`src/logic/pfp_pkg.sv`:
```
`default_nettype none

package pfp_pkg;

    //------------------------------------------------------------
    // Register map
    //------------------------------------------------------------
    localparam logic [3:0] OFS_PROT   = 4'h0;  // Protection register
    localparam logic [3:0] OFS_STATUS = 4'h1;  // Flash status register

    //------------------------------------------------------------
    // Field positions
    //------------------------------------------------------------
    localparam int BIT_POLARITY = 7;
    localparam int BIT_RSV_NV   = 6;
    localparam int BIT_HIGH_DIS = 5;
    localparam int BIT_HIGH_MSB = 4;
    localparam int BIT_HIGH_LSB = 3;
    localparam int BIT_LOW_DIS  = 2;
    localparam int BIT_LOW_MSB  = 1;
    localparam int BIT_LOW_LSB  = 0;
    localparam int BIT_VIOL     = 4;

    //------------------------------------------------------------
    // Values after reset and on a double-bit fault
    //------------------------------------------------------------
    localparam logic [7:0] PROT_RESET = 8'h7F;  // Fully protected
    localparam logic [7:0] PROT_FAULT = 8'h7F;  // Polarity clear, rest set
    localparam logic [7:0] RDATA_IDLE = 8'h00;

    //------------------------------------------------------------
    // Global addresses
    //------------------------------------------------------------
    localparam logic [17:0] ADDR_CFG_BYTE = 18'h3FF0C;
    localparam logic [17:0] ADDR_TOP      = 18'h3FFFF;
    localparam logic [17:0] ADDR_LOW_BASE = 18'h38000;
    localparam logic [17:0] ADDR_HI_2K    = 18'h3F800;
    localparam logic [17:0] ADDR_HI_4K    = 18'h3F000;
    localparam logic [17:0] ADDR_HI_8K    = 18'h3E000;
    localparam logic [17:0] ADDR_HI_16K   = 18'h3C000;
    localparam logic [17:0] ADDR_LO_1K    = 18'h383FF;
    localparam logic [17:0] ADDR_LO_2K    = 18'h387FF;
    localparam logic [17:0] ADDR_LO_4K    = 18'h38FFF;
    localparam logic [17:0] ADDR_LO_8K    = 18'h39FFF;

    //------------------------------------------------------------
    // Types
    //------------------------------------------------------------
    typedef enum logic [1:0] {
        PFP_CMD_PROGRAM  = 2'h0,
        PFP_CMD_SECT_ERS = 2'h1,
        PFP_CMD_BLK_ERS  = 2'h2,
        PFP_CMD_OTHER    = 2'h3
    } pfp_cmd_t;

    typedef enum logic {
        PFP_LOAD = 1'b0,
        PFP_RUN  = 1'b1
    } pfp_state_t;

    typedef struct packed {
        logic        valid;
        pfp_cmd_t    kind;
        logic [17:0] addr;
    } pfp_req_t;

    typedef struct packed {
        logic [3:0] addr;
        logic [7:0] wdata;
        logic       wr;
        logic       rd;
    } pfp_bus_t;

    typedef struct packed {
        pfp_state_t state;
        logic [7:0] prot;
        logic       viol;
        logic       launch;
        logic       refused;
        logic [7:0] rdata;
        logic       cfg_req;
        logic [2:0] mode_sync;
        logic       special;
    } pfp_regs_t;

endpackage

`default_nettype wire

```
`src/logic/pfp_protect.sv`:
```
//
// Contract
// - Normal mode: a protection write may only grow the protected area.
// - Special mode: all non-reserved protection bits write freely.
// - At reset the register loads from the configuration byte in flash.
// - Double-bit fault on that load: polarity clear, all else set.
// - Program or erase into protected space is refused, violation set.
// - Block erase refused while any sector of the block is protected.
// - Polarity clear: enabled ranges are unprotected, rest protected.
// - Polarity set: enabled ranges alone are protected.
// - High disable bit 5: 0 enables top range, 1 disables it.
// - High size field writable only while high disable is set.
// - Low disable bit 2: 0 enables base range, 1 disables it.
// - Low size field writable only while low disable is set.
// - Both disabled: none protected if polarity 1, all if polarity 0.
// - High size codes give 2, 4, 8 or 16 Kbytes below top.
// - Low size codes give 1, 2, 4 or 8 Kbytes above base.
// - Normal mode: an invalid scenario write is dropped entirely.
// - Reading the register returns the scenario in force.
// - Valid transitions follow the fixed from-to table.
// - Violation flag blocks commands until software writes 1.
//
// Decided for this implementation: the register addresses and the plain strobed port.
`timescale 1ns/1ps
`default_nettype none

module pfp_protect #(
    parameter logic [17:0] PFLASH_BASE = 18'h30000  // Lowest flash address
) (
    input  wire logic              clk,          // System clock
    input  wire logic              reset,        // Sync reset, high
    input  wire logic              special_pin,  // Special mode pin
    input  wire pfp_pkg::pfp_bus_t bus,          // Register bus request
    output logic [7:0]             rdata,        // Read data, next cycle
    input  wire pfp_pkg::pfp_req_t cmd,          // Command request
    output logic                   cmd_launch,   // Command passed on
    output logic                   cmd_refused,  // Command refused
    output logic                   viol_flag,    // Violation flag
    output logic                   ready,        // Load finished
    output logic                   cfg_rd_req,   // Config byte read
    output logic [17:0]            cfg_rd_addr,  // Config byte address
    input  wire logic              cfg_rd_valid, // Config data valid
    input  wire logic [7:0]        cfg_rd_data,  // Config byte
    input  wire logic              cfg_rd_dbl    // Double-bit fault
);

    //------------------------------------------------------------
    // State
    //------------------------------------------------------------
    pfp_pkg::pfp_regs_t r_reg;
    pfp_pkg::pfp_regs_t r_next;

    logic [2:0]  scen_cur;
    logic [2:0]  scen_new;
    logic [7:0]  cand;
    logic        trans_ok;
    logic        in_high;
    logic        in_low;
    logic        in_range;
    logic        in_flash;
    logic        addr_prot;
    logic        blk_prot;
    logic        target_prot;
    logic        is_pe;
    logic [17:0] hi_base;
    logic [17:0] lo_end;

    //------------------------------------------------------------
    // Scenario transition table
    //------------------------------------------------------------
    function automatic logic valid_trans(input logic [2:0] from,
                                         input logic [2:0] to);
        logic [7:0] allowed;
        allowed = 8'h00;
        unique case (from)
            3'h0: allowed = 8'h0F;  // 0 to 0-3
            3'h1: allowed = 8'h0A;  // 1 to 1,3
            3'h2: allowed = 8'h0C;  // 2 to 2,3
            3'h3: allowed = 8'h08;  // 3 to 3
            3'h4: allowed = 8'h18;  // 4 to 3,4
            3'h5: allowed = 8'h3C;  // 5 to 2-5
            3'h6: allowed = 8'h5A;  // 6 to 1,3,4,6
            3'h7: allowed = 8'hFF;  // 7 to any
        endcase
        return allowed[to];
    endfunction

    //------------------------------------------------------------
    // Range decode
    //------------------------------------------------------------
    always_comb
    begin
        unique case (r_reg.prot[pfp_pkg::BIT_HIGH_MSB:pfp_pkg::BIT_HIGH_LSB])
            2'h0: hi_base = pfp_pkg::ADDR_HI_2K;
            2'h1: hi_base = pfp_pkg::ADDR_HI_4K;
            2'h2: hi_base = pfp_pkg::ADDR_HI_8K;
            2'h3: hi_base = pfp_pkg::ADDR_HI_16K;
        endcase
        unique case (r_reg.prot[pfp_pkg::BIT_LOW_MSB:pfp_pkg::BIT_LOW_LSB])
            2'h0: lo_end = pfp_pkg::ADDR_LO_1K;
            2'h1: lo_end = pfp_pkg::ADDR_LO_2K;
            2'h2: lo_end = pfp_pkg::ADDR_LO_4K;
            2'h3: lo_end = pfp_pkg::ADDR_LO_8K;
        endcase
    end

    // Address check against the ranges in force
    always_comb
    begin
        in_flash = (cmd.addr >= PFLASH_BASE);
        in_high  = !r_reg.prot[pfp_pkg::BIT_HIGH_DIS]
                   && (cmd.addr >= hi_base)
                   && (cmd.addr <= pfp_pkg::ADDR_TOP);
        in_low   = !r_reg.prot[pfp_pkg::BIT_LOW_DIS]
                   && (cmd.addr >= pfp_pkg::ADDR_LOW_BASE)
                   && (cmd.addr <= lo_end);
        in_range = in_high || in_low;
        if (r_reg.prot[pfp_pkg::BIT_POLARITY])
        begin
            addr_prot = in_range;
        end
        else
        begin
            addr_prot = !in_range;
        end
        // Any enabled range or cleared polarity leaves a sector protected
        blk_prot = !r_reg.prot[pfp_pkg::BIT_POLARITY]
                   || !r_reg.prot[pfp_pkg::BIT_HIGH_DIS]
                   || !r_reg.prot[pfp_pkg::BIT_LOW_DIS];
        is_pe = (cmd.kind != pfp_pkg::PFP_CMD_OTHER);
        if (cmd.kind == pfp_pkg::PFP_CMD_BLK_ERS)
        begin
            target_prot = in_flash && blk_prot;
        end
        else
        begin
            target_prot = is_pe && in_flash && addr_prot;
        end
    end

    //------------------------------------------------------------
    // Write candidate and scenario check
    //------------------------------------------------------------
    always_comb
    begin
        cand = bus.wdata;
        // Reserved bit is not writable
        cand[pfp_pkg::BIT_RSV_NV] = r_reg.prot[pfp_pkg::BIT_RSV_NV];
        if (!r_reg.special)
        begin
            if (!r_reg.prot[pfp_pkg::BIT_HIGH_DIS])
            begin
                cand[pfp_pkg::BIT_HIGH_MSB:pfp_pkg::BIT_HIGH_LSB] =
                    r_reg.prot[pfp_pkg::BIT_HIGH_MSB:pfp_pkg::BIT_HIGH_LSB];
            end
            if (!r_reg.prot[pfp_pkg::BIT_LOW_DIS])
            begin
                cand[pfp_pkg::BIT_LOW_MSB:pfp_pkg::BIT_LOW_LSB] =
                    r_reg.prot[pfp_pkg::BIT_LOW_MSB:pfp_pkg::BIT_LOW_LSB];
            end
        end
        scen_cur = {r_reg.prot[pfp_pkg::BIT_POLARITY],
                    r_reg.prot[pfp_pkg::BIT_HIGH_DIS],
                    r_reg.prot[pfp_pkg::BIT_LOW_DIS]};
        scen_new = {cand[pfp_pkg::BIT_POLARITY],
                    cand[pfp_pkg::BIT_HIGH_DIS],
                    cand[pfp_pkg::BIT_LOW_DIS]};
        trans_ok = r_reg.special
                   || valid_trans(scen_cur, scen_new);
    end

    //------------------------------------------------------------
    // Next-state logic
    //------------------------------------------------------------
    always_comb
    begin
        r_next         = r_reg;
        r_next.launch  = 1'b0;
        r_next.refused = 1'b0;
        r_next.rdata   = pfp_pkg::RDATA_IDLE;

        // Mode pin: three flops, change once the last two agree
        r_next.mode_sync = {r_reg.mode_sync[1:0], special_pin};
        if (r_reg.mode_sync[1] == r_reg.mode_sync[2])
        begin
            r_next.special = r_reg.mode_sync[2];
        end

        unique case (r_reg.state)
            pfp_pkg::PFP_LOAD:
            begin
                r_next.cfg_req = 1'b1;
                if (cfg_rd_valid)
                begin
                    r_next.cfg_req = 1'b0;
                    r_next.state   = pfp_pkg::PFP_RUN;
                    if (cfg_rd_dbl)
                    begin
                        r_next.prot = pfp_pkg::PROT_FAULT;
                    end
                    else
                    begin
                        r_next.prot = cfg_rd_data;
                    end
                end
                if (cmd.valid)
                begin
                    r_next.refused = 1'b1;
                end
            end
            pfp_pkg::PFP_RUN:
            begin
                // Protection register write
                if (bus.wr && bus.addr == pfp_pkg::OFS_PROT && trans_ok)
                begin
                    r_next.prot = cand;
                end
                // Command check; flag blocks any launch
                if (cmd.valid)
                begin
                    if (r_reg.viol)
                    begin
                        r_next.refused = 1'b1;
                    end
                    else if (target_prot)
                    begin
                        r_next.refused = 1'b1;
                        r_next.viol    = 1'b1;
                    end
                    else
                    begin
                        r_next.launch = 1'b1;
                    end
                end
                // Write 1 clears the flag; a new violation wins
                if (bus.wr && bus.addr == pfp_pkg::OFS_STATUS
                    && bus.wdata[pfp_pkg::BIT_VIOL]
                    && !(cmd.valid && !r_reg.viol && target_prot))
                begin
                    r_next.viol = 1'b0;
                end
            end
        endcase

        // Register reads, answered one cycle later
        if (bus.rd)
        begin
            if (bus.addr == pfp_pkg::OFS_PROT)
            begin
                r_next.rdata = r_reg.prot;
            end
            else if (bus.addr == pfp_pkg::OFS_STATUS)
            begin
                r_next.rdata[pfp_pkg::BIT_VIOL] = r_reg.viol;
            end
        end
    end

    //------------------------------------------------------------
    // State register
    //------------------------------------------------------------
    always_ff @(posedge clk)
    begin
        if (reset)
        begin
            r_reg.state     <= pfp_pkg::PFP_LOAD;
            r_reg.prot      <= pfp_pkg::PROT_RESET;
            r_reg.viol      <= 1'b0;
            r_reg.launch    <= 1'b0;
            r_reg.refused   <= 1'b0;
            r_reg.rdata     <= pfp_pkg::RDATA_IDLE;
            r_reg.cfg_req   <= 1'b0;
            r_reg.mode_sync <= 3'h0;
            r_reg.special   <= 1'b0;
        end
        else
        begin
            r_reg <= r_next;
        end
    end

    //------------------------------------------------------------
    // Outputs
    //------------------------------------------------------------
    assign rdata       = r_reg.rdata;
    assign cmd_launch  = r_reg.launch;
    assign cmd_refused = r_reg.refused;
    assign viol_flag   = r_reg.viol;
    assign ready       = (r_reg.state == pfp_pkg::PFP_RUN);
    assign cfg_rd_req  = r_reg.cfg_req;
    assign cfg_rd_addr = pfp_pkg::ADDR_CFG_BYTE;

endmodule

`default_nettype wire
```
`config.mk`:
```
export PLATFORM = sky130hd
export DESIGN_NAME = pfp_protect
export DESIGN_NICKNAME = d
export VERILOG_FILES = /design/src/logic/pfp_pkg.sv /design/src/logic/pfp_protect.sv
export SDC_FILE = /design/constraint.sdc
export NUM_CORES = 1
export LEC_CHECK = 0
export BUFFER_PORTS_ARGS = -buffer_cell sky130_fd_sc_hd__buf_2
export CAP_MARGIN = 20
export CORE_MARGIN = 5
export CORE_UTILIZATION = 43
export CTS_CLUSTER_DIAMETER = 50
export CTS_CLUSTER_SIZE = 20
export DETAILED_ROUTE_END_ITERATION = 7
export GPL_TIMING_DRIVEN = 1
export PLACE_DENSITY = 0.76
export SETUP_SLACK_MARGIN = 0.05
export SLEW_MARGIN = 30
export SYNTH_ARGS = -nofsm -noshare
export SYNTH_HDL_FRONTEND = slang
export SYNTH_SLANG_ARGS = --single-unit
```
`constraint.sdc`:
```
create_clock -name clk -period 1.7 [get_ports clk]
set_input_delay 0.17 -clock clk [delete_from_list [all_inputs] [get_ports clk]]
set_output_delay 0.17 -clock clk [all_outputs]
set_load 0.02 [all_outputs]
```
==> results.toml <==
[detailed_routing]
via_count = 1681
drtIter0Drc = 73
drc = 0
wire_per_inst_um = 14.1
ant_nets = 0
wirelength_um = 4740
drtPass1Iterations = 4
vias_per_cell = 5.02

[critical_path]
path_max_fanout = 4
setup.worst_path.end_class = "flop"
required_ns = 1.87
worstSetupPathType = "reg2reg"
start_kind = "flop"
critPathArrivalTime_ns = 2.03

[global_route]
grt_max_degree = 25
grt_pass1_vias = 1657
grt_first_pass_wirelength_um = 7070
grtUsageTotal_pct = 17.0
grt-ovfl-total = 0
antenna_found_initial = 0

[placed_design]
io_buffers = 59
place.gp.congestion = 0.879
dp.cells = 327
dp_hpwl_um = 3610
post-place-ws_ns = -0.219
postPlaceCellArea_mm2 = 0.00220

[clock_tree]
clockBufferDepth = 2
clock_latency_ns = 0.28
clkSinkCount = 32
cts_made_buffers = 5
cts_root_buf = "clkbuf_8"
htreeDepth = 2
cts_tree = "yes"
cts.clk_slew.worst_paths_ns = 0.07
ctsHoldBuffers = 0

[sta]
holdWs_ns = 0.105
setup_tns_ns = -0.716
hold_viol_final = 0
final.min_clock_period_ns = 1.85
fin_skew_ns = 0.00663
setup-violations-final = 9
fmax_ghz = 0.540
final_max_slew_viol_count = 0
worst_pin_slew_ns = 0.537
finalCritPeriodShare_pct = 109
rsz0062_at_grt = "yes"
finalWorstSetupSlack_ns = -0.152
relSlewSlack_pct = 63.7

[pwr]
clkPwrFrac_pct = 32.7
pwr-share-seq_pct = 43.9
p_switching_uw = 553
swShare_pct = 29.6
p_int_mw = 1.31
combPwrFrac_pct = 23.4
vdd_drop_max_uv = 657
finalPower_mw = 1.87
p_per_area_mw_per_mm2 = 770
p_leak_nw = 1.14

[layout]
diodes = 0
area_growth_pct = 34.0
utilization_pct = 60.2
fin_cells = 335
design_area_mm2 = 0.00243
layout-drive-gt1-share_pct = 43.5
fin_nets = 338

[die]
start_util_pct = 44.9
io_pins = 79
fp.coreArea_mm2 = 0.00403
fp.dieArea_mm2 = 0.00561
die-width_um = 74.9
rows = 23
die_h_um = 74.9

[yosys]
synth_area_mm2 = 0.00181
synth_edf_count = 0
synthCells = 211
syn_avg_cell_area_um2 = 8.58
synth_warnings = 0
seq_area_frac_synth_pct = 35.4
synth.distinct_cells = 49
async_reset_ff_share_pct = 0
synth-seq-cells = 32
ys.flop_type = "dfxtp_1"

[hold_path]
hold_path_class = "in2reg"

[job]
drv_cap = 0

[outcome]
failed_checks = "negative setup slack"
outcome = "finished with violations"
==> repair_timing <==
item | CTS | global route
endpoints found under the hold margin | 0 | 0
resized for setup | 12 | 19
endpoints found under the setup margin | 16 | 15
pin swaps | 11 | 9
buffers inserted | 1 | 0
==> area by class of cell <==
class / instances / area [um^2]
multi-input combinational: 156 / 1120
timing repair buffer: 82 / 479
sequential: 32 / 648
clock buffer: 6 / 82.6
clock inverter: 2 / 10.0
tap: 50 / 62.6
fill: 360 / 1600
inverter: 7 / 26.3
==> worst paths after layout <==
path,cells past startpoint,start,slack [ns],endpoint
worst max-delay path,6,flop,-0.15,flop
worst min register to register,1,r_next[2],0.44,r_next[3]
worst min-delay path,2,special_pin,0.11,r_next[2]
worst max register to register,6,flop,-0.15,flop
==> Yosys cell counts, types with 2 or more instances <==
cell / number / area [um^2]
a2111oi_0: 4 / 35.0
a211oi_1: 2 / 15.0
a21o_1: 3 / 22.5
a21oi_1: 9 / 45.0
a31o_1: 2 / 17.5
and2_1: 9 / 56.3
and4_1: 2 / 17.5
buf_4: 26 / 195
clkbuf_1: 5 / 18.8
conb_1: 2 / 7.51
dfxtp_1: 32 / 641
ha_1: 6 / 75.1
inv_1: 6 / 22.5
mux2_4: 3 / 45.0
mux2i_1: 3 / 30.0
nand2_1: 11 / 41.3
nand2b_1: 3 / 18.8
nand3_1: 3 / 15.0
nand3b_1: 2 / 15.0
nand4_1: 5 / 31.3
nor2_1: 24 / 90.1
nor2b_1: 6 / 37.5
nor3_1: 4 / 20.0
nor4_1: 4 / 25.0
nor4b_1: 2 / 17.5
o21ai_0: 9 / 45.0
o221ai_1: 2 / 17.5
==> critical path, stage by stage, from the launching register on <==
cell      delay (ns)
dfxtp_2         0.32
mux2_4          0.26
o211ai_4        0.22
nand2_2         0.11
a311o_1         0.28
a21o_1          0.22
mux2_4          0.32
==> logic make-up (layout without fill, tap and decap cells) <==
logic type / count (synthesis) / after routing / synth area share, %
AOI/OAI and AO/OA: 41 / 41 / 16.6
xor gates and xnor gates: 1 / 1 / 0.484
adders and majority gates: 6 / 6 / 4.15
buffers and inverters: 39 / 97 / 13.5
DFF: 32 / 32 / 35.4
muxes: 7 / 7 / 4.77
other: 2 / 18 / 0.415
and+or+nand+nor: 83 / 83 / 24.7
==> cells in the final DEF (no fill, tap or decap), types with 4 or more instances in the layout <==
master / count
nand2_2: 4
nor2_1: 23
buf_2: 59
inv_1: 6
nor4_1: 4
nor2b_1: 5
nand4_1: 5
o21ai_0: 9
dfxtp_1: 28
conb_1: 18
ha_1: 5
buf_4: 20
nand2_1: 8
and2_1: 8
clkbuf_8: 6
a21oi_1: 6
==> routing by layer <==
| layer | GRT usage [%] | share of wire [%] | wire length (um) |
|---|---|---|---|
| met3 | 4.14 | 7.8 | 367 |
| met1 | 17.6 | 37 | 1770 |
| met2 | 32.7 | 54 | 2560 |
| met5 | 0 | 0 | 0 |
| met4 | 5.93 | 0.76 | 36 |
==> power by group through the flow <==
stage                     Combinational [mW]  Clock, mW  Sequential [mW]
final                                  0.437      0.610            0.820
after floorplan                        0.243          0            0.831
after detailed placement               0.378          0            0.834
after global placement                 0.368          0            0.832
after CTS                              0.404      0.624            0.818
after global routing                   0.480      0.653            0.824
(Power assumes the default switching activity.)
